### src/core/smpg_pkg.sv
// Constants and types for the stop-mode power gating controller
package smpg_pkg;
    // Register bus geometry
    localparam int ADDR_W = 4;
    localparam int DATA_W = 8;

    // Register offsets
    localparam logic [3:0] OFS_CTRL  = 4'h0;
    localparam logic [3:0] OFS_CLK   = 4'h1;
    localparam logic [3:0] OFS_STAT  = 4'h2;
    localparam logic [3:0] OFS_LATCH = 4'h3;

    // Control register fields
    localparam int CTRL_STOP_INSTRUCTION_ENABLE = 0;
    localparam int CTRL_LOWVOLT_DETECT_ENABLE  = 1;
    localparam int CTRL_LOWVOLT_STOP_ENABLE = 2;
    localparam int CTRL_DEEP  = 3;
    localparam int CTRL_W     = 4;

    // Clock configuration register fields
    localparam int CLK_IRCLK  = 0;
    localparam int CLK_IRSTOP = 1;
    localparam int CLK_HIRNG  = 2;
    localparam int CLK_ADASY  = 3;
    localparam int CLK_ACBG   = 4;
    localparam int CLK_RTCEN  = 5;
    localparam int CLK_W      = 6;

    // Status register fields
    localparam int STAT_PDF   = 0;
    localparam int STAT_PDACK = 1;
    localparam int STAT_LIGHT = 2;
    localparam int STAT_DEEP  = 3;

    // Reset values
    localparam logic [CTRL_W-1:0] CTRL_RST = 4'h0;
    localparam logic [CLK_W-1:0]  CLK_RST  = 6'h00;

    // Module power states
    typedef logic [1:0] smpg_pwr_t;
    localparam smpg_pwr_t PWR_OFF     = 2'h0;
    localparam smpg_pwr_t PWR_STANDBY = 2'h1;
    localparam smpg_pwr_t PWR_ON      = 2'h2;

    // Controller states
    typedef enum logic [3:0] {
        ST_RUN   = 4'h1,
        ST_LIGHT = 4'h2,
        ST_DEEP  = 4'h4,
        ST_WAKE  = 4'h8
    } smpg_state_e;
endpackage

### src/core/smpg_ctrl.sv
// Stop-mode power and clock gating controller
//
// The implementer's own choices: the address-and-strobe port and the register offsets.
`timescale 1ns/10ps
module smpg_ctrl (
    // Clock and reset
    input  wire logic                     clk,
    input  wire logic                     rst,
    // Register port
    input  wire logic [smpg_pkg::ADDR_W-1:0] reg_addr,
    input  wire logic [smpg_pkg::DATA_W-1:0] reg_wdata,
    input  wire logic                     reg_we,
    input  wire logic                     reg_re,
    output logic      [smpg_pkg::DATA_W-1:0] reg_rdata,
    // Core side
    input  wire logic                     stop_exec,
    input  wire logic                     debug_enable_bit,
    // Wake sources
    input  wire logic                     ext_reset_pin_n,
    input  wire logic                     pin_irq,
    input  wire logic                     rtc_irq,
    input  wire logic                     lvd_irq,
    input  wire logic                     analog_comparator_irq,
    input  wire logic                     adc_irq,
    input  wire logic                     sci_irq,
    // Reset requests and status
    output logic                          illegal_op_reset,
    output logic                          ext_wake_reset,
    output logic                          por_reset,
    output logic                          irq_wake,
    output logic                          stop_active,
    output logic                          io_hold,
    // Clock gates
    output logic                          periph_clk_en,
    output logic                          bdm_clk_en,
    // Module power states
    output smpg_pkg::smpg_pwr_t           pwr_cpu,
    output smpg_pkg::smpg_pwr_t           pwr_ram,
    output smpg_pkg::smpg_pwr_t           pwr_flash,
    output smpg_pkg::smpg_pwr_t           pwr_port,
    output smpg_pkg::smpg_pwr_t           pwr_adc,
    output smpg_pkg::smpg_pwr_t           pwr_analog_comparator,
    output smpg_pkg::smpg_pwr_t           pwr_bdm,
    output smpg_pkg::smpg_pwr_t           pwr_ics,
    output smpg_pkg::smpg_pwr_t           pwr_iic,
    output smpg_pkg::smpg_pwr_t           pwr_lvd,
    output smpg_pkg::smpg_pwr_t           pwr_modulo_timer,
    output smpg_pkg::smpg_pwr_t           pwr_rtc,
    output smpg_pkg::smpg_pwr_t           pwr_sci,
    output smpg_pkg::smpg_pwr_t           pwr_spi,
    output smpg_pkg::smpg_pwr_t           pwr_tpm,
    output smpg_pkg::smpg_pwr_t           pwr_vreg,
    output smpg_pkg::smpg_pwr_t           pwr_crystal_oscillator,
    // Comparator and oscillator permissions
    output logic                          analog_comparator_bg_allow,
    output logic                          crystal_oscillator_hi_allow
);
    import smpg_pkg::*;

    // Gives full operation when allowed, else standby
    function automatic smpg_pwr_t on_or_standby(input logic ok);
        on_or_standby = ok ? PWR_ON : PWR_STANDBY;
    endfunction

    // Gives full operation when allowed, else off
    function automatic smpg_pwr_t on_or_off(input logic ok);
        on_or_off = ok ? PWR_ON : PWR_OFF;
    endfunction

    smpg_state_e         state_reg;
    smpg_state_e         state_next;
    logic [CTRL_W-1:0]   ctrl_reg;
    logic [CLK_W-1:0]    clk_reg;
    logic [CTRL_W-1:0]   lat_ctrl_reg;
    logic [CLK_W-1:0]    lat_clk_reg;
    logic                lat_dbg_reg;
    logic [CTRL_W-1:0]   lat_ctrl_next;
    logic [CLK_W-1:0]    lat_clk_next;
    logic                lat_dbg_next;
    logic                pdf_reg;
    logic                last_light_reg;
    logic                last_deep_reg;
    logic [1:0]          rstn_sync_reg;
    logic [1:0]          pirq_sync_reg;
    logic                ext_rst;
    logic                pin_wake;
    logic                any_irq;
    logic                lvd_on;
    logic                stop_take;
    logic                go_deep;
    logic                wr_ctrl;
    logic                wr_clk;
    logic                wr_stat;
    logic                pd_ack;

    // Pin synchronisers
    always_ff @(posedge clk) begin
        if (rst) begin
            rstn_sync_reg <= 2'h3;
            pirq_sync_reg <= 2'h0;
        end else begin
            rstn_sync_reg <= {rstn_sync_reg[0], ext_reset_pin_n};
            pirq_sync_reg <= {pirq_sync_reg[0], pin_irq};
        end
    end

    // Wake conditions from the synchronised pins and the unsynchronised interrupt inputs
    assign ext_rst  = ~rstn_sync_reg[1];
    assign pin_wake = pirq_sync_reg[1];
    assign any_irq  = pin_wake | rtc_irq | lvd_irq | analog_comparator_irq | adc_irq | sci_irq;

    // Register write decode
    assign wr_ctrl = reg_we && (reg_addr == OFS_CTRL);
    assign wr_clk  = reg_we && (reg_addr == OFS_CLK);
    assign wr_stat = reg_we && (reg_addr == OFS_STAT);
    assign pd_ack  = wr_stat && reg_wdata[STAT_PDACK];

    // Stop request handling
    assign stop_take = (state_reg == ST_RUN) && stop_exec && ctrl_reg[CTRL_STOP_INSTRUCTION_ENABLE];
    assign go_deep   = ctrl_reg[CTRL_DEEP]
                     && !debug_enable_bit
                     && !(ctrl_reg[CTRL_LOWVOLT_DETECT_ENABLE] && ctrl_reg[CTRL_LOWVOLT_STOP_ENABLE]);

    // Next controller state
    always_comb begin
        state_next = state_reg;
        case (state_reg)
            ST_RUN: begin
                if (stop_take) begin
                    state_next = go_deep ? ST_DEEP : ST_LIGHT;
                end
            end
            ST_LIGHT: begin
                if (ext_rst || any_irq) begin
                    state_next = ST_RUN;
                end
            end
            ST_DEEP: begin
                if (ext_rst || (rtc_irq && lat_clk_reg[CLK_RTCEN])) begin
                    state_next = ST_WAKE;
                end
            end
            ST_WAKE: begin
                state_next = ST_RUN;
            end
            default: begin
                state_next = ST_RUN;
            end
        endcase
    end

    // Entry snapshot of mode and enable bits
    always_comb begin
        lat_ctrl_next = lat_ctrl_reg;
        lat_clk_next  = lat_clk_reg;
        lat_dbg_next  = lat_dbg_reg;
        if (stop_take) begin
            lat_ctrl_next = ctrl_reg;
            lat_clk_next  = clk_reg;
            lat_dbg_next  = debug_enable_bit;
        end
    end

    // Controller state and snapshot
    always_ff @(posedge clk) begin
        if (rst) begin
            state_reg    <= ST_RUN;
            lat_ctrl_reg <= CTRL_RST;
            lat_clk_reg  <= CLK_RST;
            lat_dbg_reg  <= 1'b0;
        end else begin
            state_reg    <= state_next;
            lat_ctrl_reg <= lat_ctrl_next;
            lat_clk_reg  <= lat_clk_next;
            lat_dbg_reg  <= lat_dbg_next;
        end
    end

    // Control registers, cleared by deep-stop wake
    always_ff @(posedge clk) begin
        if (rst || state_reg == ST_WAKE) begin
            ctrl_reg <= CTRL_RST;
            clk_reg  <= CLK_RST;
        end else begin
            if (wr_ctrl) begin
                ctrl_reg <= reg_wdata[CTRL_W-1:0];
            end
            if (wr_clk) begin
                clk_reg <= reg_wdata[CLK_W-1:0];
            end
        end
    end

    // Powerdown flag, the wake set wins over an acknowledge
    always_ff @(posedge clk) begin
        if (rst) begin
            pdf_reg <= 1'b0;
        end else if (state_reg == ST_WAKE) begin
            pdf_reg <= 1'b1;
        end else if (pd_ack) begin
            pdf_reg <= 1'b0;
        end
    end

    // Record of the last stop mode entered
    always_ff @(posedge clk) begin
        if (rst) begin
            last_light_reg <= 1'b0;
            last_deep_reg  <= 1'b0;
        end else if (stop_take) begin
            last_light_reg <= !go_deep;
            last_deep_reg  <= go_deep;
        end
    end

    // Read data, valid the cycle after the strobe
    always_ff @(posedge clk) begin
        if (rst) begin
            reg_rdata <= 8'h00;
        end else if (reg_re) begin
            case (reg_addr)
                OFS_CTRL:  reg_rdata <= {4'h0, ctrl_reg};
                OFS_CLK:   reg_rdata <= {2'h0, clk_reg};
                OFS_STAT:  reg_rdata <= {4'h0, last_deep_reg, last_light_reg,
                                         1'b0, pdf_reg};
                OFS_LATCH: reg_rdata <= {lat_dbg_reg, lat_clk_reg[CLK_ACBG:0],
                                         lat_ctrl_reg[CTRL_LOWVOLT_STOP_ENABLE:CTRL_LOWVOLT_DETECT_ENABLE]};
                default:   reg_rdata <= 8'h00;
            endcase
        end else begin
            reg_rdata <= 8'h00;
        end
    end

    // Reset and wake pulses
    always_ff @(posedge clk) begin
        if (rst) begin
            illegal_op_reset <= 1'b0;
            ext_wake_reset   <= 1'b0;
            por_reset        <= 1'b0;
            irq_wake         <= 1'b0;
        end else begin
            illegal_op_reset <= (state_reg == ST_RUN) && stop_exec
                                && !ctrl_reg[CTRL_STOP_INSTRUCTION_ENABLE];
            ext_wake_reset   <= (state_reg == ST_LIGHT) && ext_rst;
            por_reset        <= (state_next == ST_WAKE);
            irq_wake         <= (state_reg == ST_LIGHT) && !ext_rst && any_irq;
        end
    end

    // Voltage detector kept on in stop
    assign lvd_on = lat_ctrl_next[CTRL_LOWVOLT_DETECT_ENABLE] && lat_ctrl_next[CTRL_LOWVOLT_STOP_ENABLE];

    // Clock gates and pin hold; the wake cycle keeps pins held until the flag is up
    always_ff @(posedge clk) begin
        if (rst) begin
            periph_clk_en <= 1'b1;
            bdm_clk_en    <= 1'b1;
            stop_active   <= 1'b0;
            io_hold       <= 1'b0;
        end else begin
            periph_clk_en <= (state_next == ST_RUN);
            bdm_clk_en    <= (state_next == ST_RUN)
                             || ((state_next == ST_LIGHT) && lat_dbg_next);
            stop_active   <= (state_next == ST_LIGHT) || (state_next == ST_DEEP);
            io_hold       <= (state_next == ST_LIGHT) || (state_next == ST_DEEP)
                             || (state_next == ST_WAKE) || (state_reg == ST_WAKE)
                             || (pdf_reg && !pd_ack);
        end
    end

    // Per-module power states
    always_ff @(posedge clk) begin
        if (rst) begin
            {pwr_cpu, pwr_ram, pwr_flash, pwr_port} <= {4{PWR_ON}};
            {pwr_adc, pwr_analog_comparator, pwr_bdm, pwr_ics}   <= {4{PWR_ON}};
            {pwr_iic, pwr_lvd, pwr_modulo_timer, pwr_rtc}   <= {4{PWR_ON}};
            {pwr_sci, pwr_spi, pwr_tpm}             <= {3{PWR_ON}};
            {pwr_vreg, pwr_crystal_oscillator}                    <= {2{PWR_ON}};
            analog_comparator_bg_allow <= 1'b1;
            crystal_oscillator_hi_allow <= 1'b1;
        end else begin
            case (state_next)
                ST_LIGHT: begin
                    // Core, memories, ports, serial and timers wait in standby
                    {pwr_cpu, pwr_ram, pwr_flash, pwr_port} <= {4{PWR_STANDBY}};
                    {pwr_iic, pwr_modulo_timer, pwr_sci}            <= {3{PWR_STANDBY}};
                    {pwr_spi, pwr_tpm}                      <= {2{PWR_STANDBY}};
                    pwr_adc  <= on_or_standby(lat_clk_next[CLK_ADASY] && lvd_on);
                    pwr_analog_comparator <= on_or_standby(!lat_clk_next[CLK_ACBG] || lvd_on);
                    pwr_bdm  <= on_or_standby(lat_dbg_next);
                    pwr_ics  <= on_or_standby(lat_clk_next[CLK_IRCLK]
                                              && lat_clk_next[CLK_IRSTOP]);
                    pwr_lvd  <= on_or_standby(lvd_on);
                    pwr_rtc  <= on_or_standby(lat_clk_next[CLK_RTCEN]);
                    pwr_vreg <= on_or_standby(lat_dbg_next || lvd_on);
                    pwr_crystal_oscillator <= on_or_standby(!lat_clk_next[CLK_HIRNG] || lvd_on);
                    analog_comparator_bg_allow <= lvd_on;
                    crystal_oscillator_hi_allow <= lvd_on;
                end
                ST_DEEP: begin
                    // Everything off except retained RAM, regulator and counter
                    {pwr_cpu, pwr_flash, pwr_port, pwr_adc} <= {4{PWR_OFF}};
                    {pwr_analog_comparator, pwr_bdm, pwr_ics, pwr_iic}   <= {4{PWR_OFF}};
                    {pwr_lvd, pwr_modulo_timer, pwr_sci, pwr_spi}   <= {4{PWR_OFF}};
                    {pwr_tpm, pwr_crystal_oscillator}                     <= {2{PWR_OFF}};
                    pwr_ram  <= PWR_STANDBY;
                    pwr_vreg <= PWR_STANDBY;
                    pwr_rtc  <= on_or_off(lat_clk_next[CLK_RTCEN]);
                    analog_comparator_bg_allow <= 1'b0;
                    crystal_oscillator_hi_allow <= 1'b0;
                end
                default: begin
                    // Run and wake restart with all modules powered
                    {pwr_cpu, pwr_ram, pwr_flash, pwr_port} <= {4{PWR_ON}};
                    {pwr_adc, pwr_analog_comparator, pwr_bdm, pwr_ics}   <= {4{PWR_ON}};
                    {pwr_iic, pwr_lvd, pwr_modulo_timer, pwr_rtc}   <= {4{PWR_ON}};
                    {pwr_sci, pwr_spi, pwr_tpm}             <= {3{PWR_ON}};
                    {pwr_vreg, pwr_crystal_oscillator}                    <= {2{PWR_ON}};
                    analog_comparator_bg_allow <= 1'b1;
                    crystal_oscillator_hi_allow <= 1'b1;
                end
            endcase
        end
    end
endmodule

### config.mk
export PLATFORM = sky130hd
export DESIGN_NAME = smpg_ctrl
export DESIGN_NICKNAME = d
export VERILOG_FILES = /design/src/core/smpg_pkg.sv /design/src/core/smpg_ctrl.sv
export SDC_FILE = /design/constraint.sdc
export NUM_CORES = 1
export LEC_CHECK = 0
export BUFFER_PORTS_ARGS = -buffer_cell sky130_fd_sc_hd__buf_2
export CELL_PAD_IN_SITES_DETAIL_PLACEMENT = 1
export CELL_PAD_IN_SITES_GLOBAL_PLACEMENT = 1
export CORE_MARGIN = 2
export CORE_UTILIZATION = 40
export DETAILED_ROUTE_END_ITERATION = 7
export PLACE_DENSITY = 0.77
export SETUP_SLACK_MARGIN = 0.3
export SYNTH_ARGS = -nofsm -noshare
export SYNTH_HDL_FRONTEND = slang
export SYNTH_SLANG_ARGS = --single-unit
### constraint.sdc
create_clock -name clk -period 3.2 [get_ports clk]
set_clock_uncertainty 0.15 [all_clocks]
set_input_delay 0.48 -clock clk [delete_from_list [all_inputs] [get_ports clk]]
set_output_delay 0.48 -clock clk [all_outputs]
set_load 0.01 [all_outputs]
# After elaboration in Yosys (flattened, before gate mapping)
# Cells that the tools add are included.
# Widths: inputs -> output; s select.
[totals]
ff_bits = 68
input_bits = 25
[classes]
eq_ne = 11
mux = 31
n_bitwise = 7
reduce_logical = 41
[op_table]
columns = ["operator", "count"]
rows = [
  ["$pmux 2 s2", 9],
  ["$pmux 8 s4", 1],
  ["$mux 2", 10],
  ["$logic_and 1x1->1", 19],
  ["$eq 4x2->1 const B", 4],
  ["$eq 4x1->1 const B", 3],
  ["$mux 4", 3],
  ["$pmux 4 s3", 1],
  ["$logic_or 1x1->1", 11],
  ["$eq 4x3->1 const B", 2],
  ["$eq 4x4->1 const B", 2],
  ["$logic_not 1->1", 7],
  ["$mux 3", 2],
  ["$mux 6", 1],
  ["$or 1x1->1", 5],
  ["$logic_not 4->1", 1],
  ["$reduce_or 2->1", 2],
  ["$mux 1", 3],
  ["$not 1->1", 2],
  ["$pmux 1 s2", 1],
  ["$reduce_bool 2->1", 1],
]

# Depth between registers and ports, before layout
# Gate-level depths: netlist of run 1.
[depth]
depth_word = 13
mapped_depth = 6

# Worst setup path before layout of run 1
# Ideal clock, no wire load.
[synth_path]
path_kind = "in2reg"
startpoint = "input reg_addr[3] (netlist bit)"
endpoint = "register io_hold"
t_arrival_ns = 1.553
t_required_ns = 2.923
path_slack_ns = 1.371
cell_stages = 4
cell_sequence = "or3b_1 > o31ai_1 > a21oi_1 > or3_1"
[synth_via]
elab_chain_cells = 6
[synth_rtl]
columns = ["element", "line_no", "source"]
rows = [
  ["from (decl)", "smpg_ctrl.sv:10", "input wire logic [smpg_pkg::ADDR_W-1:0] reg_addr,"],
  ["$eq 4x2->1", "smpg_ctrl.sv:115", "assign wr_stat = reg_we && (reg_addr == OFS_STAT);"],
  ["$logic_and 1x1->1", "smpg_ctrl.sv:115", ""],
  ["$logic_and 1x1->1", "smpg_ctrl.sv:116", "assign pd_ack = wr_stat && reg_wdata[STAT_PDACK];"],
  ["$logic_not 1->1", "smpg_ctrl.sv:268", "|| (pdf_reg && !pd_ack);"],
  ["$logic_and 1x1->1", "smpg_ctrl.sv:268", ""],
  ["$logic_or 1x1->1", "smpg_ctrl.sv:268", ""],
  ["to (signal assigned)", "smpg_ctrl.sv:266", "io_hold <= (state_next == ST_LIGHT) || (state_next == ST_DEEP)"],
  ["to (decl)", "smpg_ctrl.sv:32", "output logic io_hold,"],
]
# Every way passes these cells.
# A chain may end at the register's enable or synchronous reset.

# Worst setup path in the final report of run 1
[layout_path]
startpoint = "register state_reg[1]"
endpoint = "register pwr_analog_comparator[0]"
[layout_via]
elab_chain_cells = 8
word_cells_on_any_way = 18
[layout_rtl]
columns = ["element", "line_no", "source"]
rows = [
  ["from (decl)", "smpg_ctrl.sv:70", "smpg_state_e state_reg;"],
  ["from (signal assigned)", "smpg_ctrl.sv:172", "state_reg <= state_next;"],
  ["branches (longest 7 deep; another with $eq 4x1->1)", "-", ""],
  ["$pmux 2 s2 (*)", "smpg_ctrl.sv:283", "case (state_next)"],
  ["to (signal assigned)", "smpg_ctrl.sv:276", "{pwr_adc, pwr_analog_comparator, pwr_bdm, pwr_ics} <= {4{PWR_ON}};"],
  ["to (signal assigned)", "smpg_ctrl.sv:290", "pwr_analog_comparator <= on_or_standby(!lat_clk_next[CLK_ACBG] || lvd_on);"],
  ["to (signal assigned)", "smpg_ctrl.sv:304", "{pwr_analog_comparator, pwr_bdm, pwr_ics, pwr_iic} <= {4{PWR_OFF}};"],
  ["to (decl)", "smpg_ctrl.sv:42", "output smpg_pkg::smpg_pwr_t pwr_analog_comparator,"],
]
# Mark *: on every way between the ends.

==> key figures, run 1 <==
Yosys
  • Ranking of synthesized cells by area: dfxtp_1 (49%), mux2i_1 (7.3%), buf_4 (5.2%), nor2_1 (3.5%), nand2_1 (2.5%)
  • Synth unique cells: 52
  • Cells after synthesis: 252
  • Synthesized flop and latch total: 64
  • Register area share after synthesis: about 49%
  • Syn nets: 277
  • Synth warn: 0
  • Post-synthesis cell area: 2600 um2
  • Top cell type's share of synthesized area: 49.2%
  • Syn avg cell area: about 10 um2
  • Yosys top cell by area: dfxtp_1

Timing
  • Fin. Hold Viols: 0
  • Max frequency: 469 MHz
  • Final setup violating endpoints: 0
  • Fin. max-slew vios: 0
  • Tcrit/Tclk final: between 60% and 70%
  • Rel. slew slack: ~50%
  • Worst Setup Slack, final: 1.07 ns
  • Worst Max-Slew Pin Slew: between 0.7 and 0.8 ns
  • Final TNS setup: 0 ns
  • RSZ-0062 raised after global routing: false
  • Tmin final: roughly 2.1 ns

Drt
  • Routed wire length: between 5 and 6 mm
  • Detailed-route vias per instance: 5.06
  • Vias: 1979
  • Starting DRT DRC Count: 111
  • Residual DRC: 0
  • Drt pass-1 iters: 4
  • DRT antenna net count: 0
  • Wire per inst: 15.0 um

Critical path
  • CP Capture Type: flop
  • Reg2reg start: state_reg[1]$_SDFF_PP0_
  • Max FO, Critical Path: 18
  • Critical path class: flop to flop
  • Reg2reg end: pwr_analog_comparator[0]$_SDFF_PP0_
  • Startpoint class of the critical path: flop
  • R2R cell count: 4
  • CP arrival: 2.23 ns
  • R2r setup slk: 1.07 ns
  • Critical path required time: ~3.3 ns

CTS
  • Max clock buf depth: 2
  • Clock net sink count: 64
  • H-Tree Depth: 3
  • Reg clk slew, reported paths: 0.07 ns
  • Hold_buf cts: 0
  • CTS tree: built
  • Cts bufs inserted: 9
  • CTS resizes: 0
  • Setup bufs post-CTS: 0
  • Worst-Skew Late Latency: 0.34 ns
  • Root Driver: clkbuf_8

Floorplanning
  • Die width: 84.7 um
  • Die area: 7170 um2
  • Initial core utilization: 41.2%
  • I/O pin total: 77
  • Die H: 84.7 um
  • Core box area: 6310 um2
  • Row count: 29

Flow run
  • Max Cap Violations: 0

Outcome
  • Outcome: complete, no violations

Cells and area
  • Flip-flop count of the largest register after layout: 8
  • Nets: 334
  • Non-Filler Instances: 391
  • Layout overhead on the synthesized area: 17.9%
  • Layout cells sized above 1: about 36%
  • Filler cells: 751
  • N_diodes: 0

Global route
  • Met3 Use GR: between 3 and 4%
  • Gr ovfl total: 0
  • Routing usage on met2: between 20% and 30%
  • Busiest grt layer: met2
  • Met1 GRT Util: 21.8%
  • Antenna violations before repair: 0
  • First-pass GRT wire length: between 9 and 10 mm
  • Vias in the first global route: 1976
  • Gr usage total: 17.5%
  • Pin count of the biggest net entering global routing: 37

Power
  • P per Cell Area: 510 nW/um2
  • Maximum VDD drop: just under 0.3 mV
  • Leakage Power: 1.34 nW
  • PnR Total Power: 0.00157 W

Min path
  • Hold Startpoint: ext_reset_pin_n
  • Hold EP: rstn_sync_reg[0]$_SDFF_PP1_
  • Worst hold path type: primary input to flop
  • Hold Crit Depth: 2

Placed design
  • Placer Congestion: 0.751
  • PortBufs: 74
  • Post-DP HPWL: 4.28 mm
  • Place WS: about 1 ns
  • Post-Place Cells: 375
## stage by stage
step                instance area (um2)  utilization (%)  hold slack, ns
global route                       3070             48.6           0.168
CTS                                3070             48.6           0.165
floorplan                          2600                -           0.239
detailed placement                 2870             45.5           0.250
global placement                   2870             45.5           0.245
finish                             3070             48.6           0.172
## layout by cell type, fill, tap and decap left out, types with 3 or more instances in the layout
master / count
inv_1: 3
a21oi_1: 9
o21ai_0: 9
or2_2: 4
nor3b_2: 3
o21ai_1: 3
clkbuf_8: 11
nand2_1: 17
nor3b_1: 3
nor4_1: 3
nor3_1: 5
o22ai_1: 3
and2_1: 8
dfxtp_1: 64
nand3_1: 5
buf_2: 74
mux2i_1: 19
or3_1: 4
nor2_1: 24
## cell families (layout without fill, tap and decap cells)
kind of cell / after synthesis / in the layout / synth area share [%]
and+or+nand+nor: 97 / 97 / 24.1
DFF: 64 / 64 / 49.2
AOI/OAI and AO/OA: 39 / 39 / 10.6
buffers and inverters: 31 / 93 / 8.07
muxes: 20 / 20 / 7.74
xor gates and xnor gates: 1 / 1 / 0.336
## how the worst max path moves through the flow
| stage | cells past startpoint | start | end |
|---|---|---|---|
| 6_report | 4 | state_reg[1]$_SDFF_PP0_ | pwr_analog_comparator[0]$_SDFF_PP0_ |
| 5_1_grt | 4 | state_reg[0]$_SDFF_PP1_ | pwr_crystal_oscillator[1]$_SDFF_PP1_ |
| 3_3_place_gp | 5 | stop_exec | io_hold$_SDFF_PP0_ |
| 2_1_floorplan | 4 | reg_addr[3] | io_hold$_SDFF_PP0_ |
| 3_5_place_dp | 5 | stop_exec | pwr_crystal_oscillator[1]$_SDFF_PP1_ |
| 4_1_cts | 4 | state_reg[1]$_SDFF_PP0_ | pwr_analog_comparator[0]$_SDFF_PP0_ |
## power by group
group | switching, W | internal (W) | leakage [nW]
Combinational | 0.0000361 | 0.0000238 | 0.716
Sequential | 0.00000386 | 0.000803 | 0.517
Clock | 0.000298 | 0.000400 | 0.103
## Yosys cell counts, drive strengths merged
cell     count
a21oi        9
nor3         8
nor2        25
nor3b        6
nand2b       2
a21boi       3
mux2         1
nand2       17
nor4         5
or3          4
or3b         1
o22ai        3
o31ai        2
nand3b       1
a22oi        2
or4b         4
nor2b        2
o21ai       12
nand3        5
clkbuf       3
and2         9
dfxtp       64
a31oi        2
a211oi       3
inv          3
a2111oi      1
mux2i       19
nor4b        3
o21bai       1
o21a         1
or2          4
xor2         1
buf         25
and4b        1
## critical path, cell delays in order (launching register included)
cell and delay, ns:
dfxtp_1 0.37, or4b_1 0.78, nor2_8 0.25, a21boi_4 0.17, nor4_1 0.31
## metal layers
layer | share of wire [%] | vias to the layer above
met2 | 49 | 57
li1 | - | 979
met5 | 0 | -
met3 | 4.5 | 11
met1 | 45 | 932
met4 | 2.2 | 0
## area by class of cell
| class | count | area [um2] | area share, % |
|---|---|---|---|
| inverter | 3 | 11.3 | 0.367 |
| tap | 77 | 96.3 | 3.14 |
| timing repair buffer | 74 | 370 | 12.1 |
| sequential | 64 | 1280 | 41.7 |
| clock buffer | 13 | 159 | 5.18 |
| clock inverter | 3 | 40.0 | 1.30 |
| multi-input combinational | 157 | 1110 | 36.2 |
Power figures use the tool's default switching activity.
==> run 2: changes to the inputs <==
- CORE_UTILIZATION: 40 -> 38
- PLACE_DENSITY: 0.77 -> 0.74
- clock period: 3.2 -> 2.2 ns (I/O delays scaled with it)
==> key figures, run 2 (synthesized netlist as in run 1, its figures left out) <==
Outcome
  • Outcome: complete, no violations

Drt
  • Metal2 WL: 3.27 mm
  • Detailed-route vias per instance: 5.08
  • Residual DRC: 0
  • Starting DRT DRC Count: slightly below 80
  • Vias: between 2000 and 2500
  • Post-Route M1 WL: between 2 and 3 mm
  • Drt pass-1 iters: 4
  • DRT antenna net count: 0
  • Top Metal Used: met4
  • Routed wire length: 6.58 mm
  • WL met3: 283 um
  • Wire per inst: 16.0 um

Critical path
  • CP arrival: 2.02 ns
  • Reg2reg start: state_reg[2]$_SDFF_PP0_
  • Startpoint class of the critical path: flop
  • CP Depth: 5
  • Reg2reg end: pwr_bdm[1]$_SDFF_PP1_
  • CP Capture Type: flop
  • Critical path class: flop to flop
  • Delay-heaviest family, CP: simple AND/OR/NAND/NOR gates
  • CP startpoint: state_reg[2]$_SDFF_PP0_
  • Worst-path cell chain: or4b_4, nand3b_4, a31oi_4, clkbuf_16, o21ai_1
  • Crit-path slowest cell: or4b_4
  • Critical path required time: 2.26 ns
  • Critical Path End: pwr_bdm[1]$_SDFF_PP1_
  • R2r setup slk: 0.24 ns
  • Buffers and inverters on the worst path: 1
  • Worst stage delay on the critical path: between 0.5 and 0.6 ns
  • Max FO, Critical Path: 7
  • R2R cell count: 5

Timing
  • Max frequency: 510 MHz
  • Final TNS setup: 0 ns
  • Final setup violating endpoints: 0
  • Worst Max-Slew Pin Slew: 0.615 ns
  • Tcrit/Tclk final: 89.1%
  • RSZ-0062 raised after global routing: true
  • Tmin final: 1.96 ns
  • Fin. Hold Viols: 0
  • Fin. max-slew vios: 0
  • Rel. slew slack: between 50% and 60%

Floorplanning
  • Die width: 86.8 um
  • Die area: 7530 um2
  • Row count: 30
  • Die H: 86.8 um
  • Core box area: 6720 um2
  • I/O pin total: 77
  • Initial core utilization: 38.8%

Min path
  • Worst hold path type: primary input to flop

Cells and area
  • Non-Filler Instances: 412
  • Multi-input gate area in the final layout: roughly 1200 um2
  • Util after Layout: 49.4%
  • Filler cells: roughly 800
  • FF/Latch Area: 1290 um2
  • Layout overhead on the synthesized area: 27.4%
  • Layout cells sized above 1: 41.6%
  • Nets: 352
  • Commonest non-fill, non-tap cell in the layout: buf_2
  • Flip-flop count of the largest register after layout: 8
  • Commonest cells after routing, fill and taps aside: buf_2 (74), dfxtp_1 (61), nor2_1 (24)
  • N_diodes: 0

CTS
  • Hold_buf cts: 0
  • H-Tree Depth: 3
  • Reg clk slew, reported paths: around 0.07 ns
  • Cts bufs inserted: 9
  • CTS tree: built
  • Max clock buf depth: 2
  • Clock net sink count: between 60 and 70
  • Root Driver: clkbuf_8
  • Worst-Skew Late Latency: between 0.3 and 0.4 ns

Global route
  • Gr usage total: 17.5%
  • Pin count of the biggest net entering global routing: 20
  • Antenna violations before repair: 0
  • Gr ovfl total: 0
  • First-pass GRT wire length: 9.85 mm
  • Vias in the first global route: 1959

Placed design
  • Placer Congestion: 0.750
  • PortBufs: 74
  • Post-Place Cells: between 300 and 400
  • Post-DP HPWL: 4.38 mm

Flow run
  • Max Cap Violations: 0

Power
  • Leakage Power: between 1 and 1.5 nW
  • Maximum VDD drop: between 0.3 and 0.4 mV
  • P per Cell Area: ~730 nW/um2
run 2: cell type report:
class                   instances  share of cell area [%]
clock buffers                  14                    5.21
clock inverters                 2                    1.81
inverters                       3                   0.339
multi-input cells             158                    34.7
flip-flops and latches         64                    38.9
well taps                      80                    3.02
repair buffers                 91                    16.0
run 2: repair_timing:
| item | 4_1_cts | 5_1_grt |
|---|---|---|
| setup buffers | 5 | 4 |
| endpoints found under the setup margin | 19 | 28 |
| cloned | 1 | 1 |
| gates resized for setup | 5 | 12 |
| pin swaps | 4 | 5 |
run 2: routing by layer:
| metal | global-route usage (%) | vias up |
|---|---|---|
| met5 | 0 | - |
| met4 | 5.54 | 0 |
| met3 | 5.05 | 10 |
| met2 | 29.9 | 57 |
| met1 | 21.2 | 1006 |
| li1 | - | 1018 |
run 2: worst min-delay path by stage:
stage	startpoint	slack [ns]	cells past startpoint	end
after floorplan	rstn_sync_reg[0]$_SDFF_PP1_	0.24	1	rstn_sync_reg[1]$_SDFF_PP1_
after global placement	rstn_sync_reg[0]$_SDFF_PP1_	0.24	1	rstn_sync_reg[1]$_SDFF_PP1_
after detailed placement	rstn_sync_reg[0]$_SDFF_PP1_	0.25	1	rstn_sync_reg[1]$_SDFF_PP1_
after CTS	ext_reset_pin_n	0.003	2	rstn_sync_reg[0]$_SDFF_PP1_
after global routing	ext_reset_pin_n	0.01	2	rstn_sync_reg[0]$_SDFF_PP1_
final	ext_reset_pin_n	0.02	2	rstn_sync_reg[0]$_SDFF_PP1_
run 2: report_power, final:
group / internal (W) / leakage [nW] / switching, W
sequential: 0.00117 / 0.519 / 0.00000594
combinational: 0.0000407 / 0.814 / 0.0000570
clock: 0.000733 / 0.117 / 0.000432
run 2: per-stage QoR:
step / total power (W) / hold slack, ns / worst slack [ns] / instance area (um2)
after floorplan: 0.00125 / 0.239 / 0.408 / 2600
after global placement: 0.00129 / 0.244 / 0.211 / 2930
after detailed placement: 0.00129 / 0.251 / 0.178 / 2930
after CTS: 0.00246 / 0.00288 / 0.282 / 3240
after global routing: 0.00252 / 0.00968 / 0.193 / 3320
final: 0.00243 / 0.0171 / 0.240 / 3320
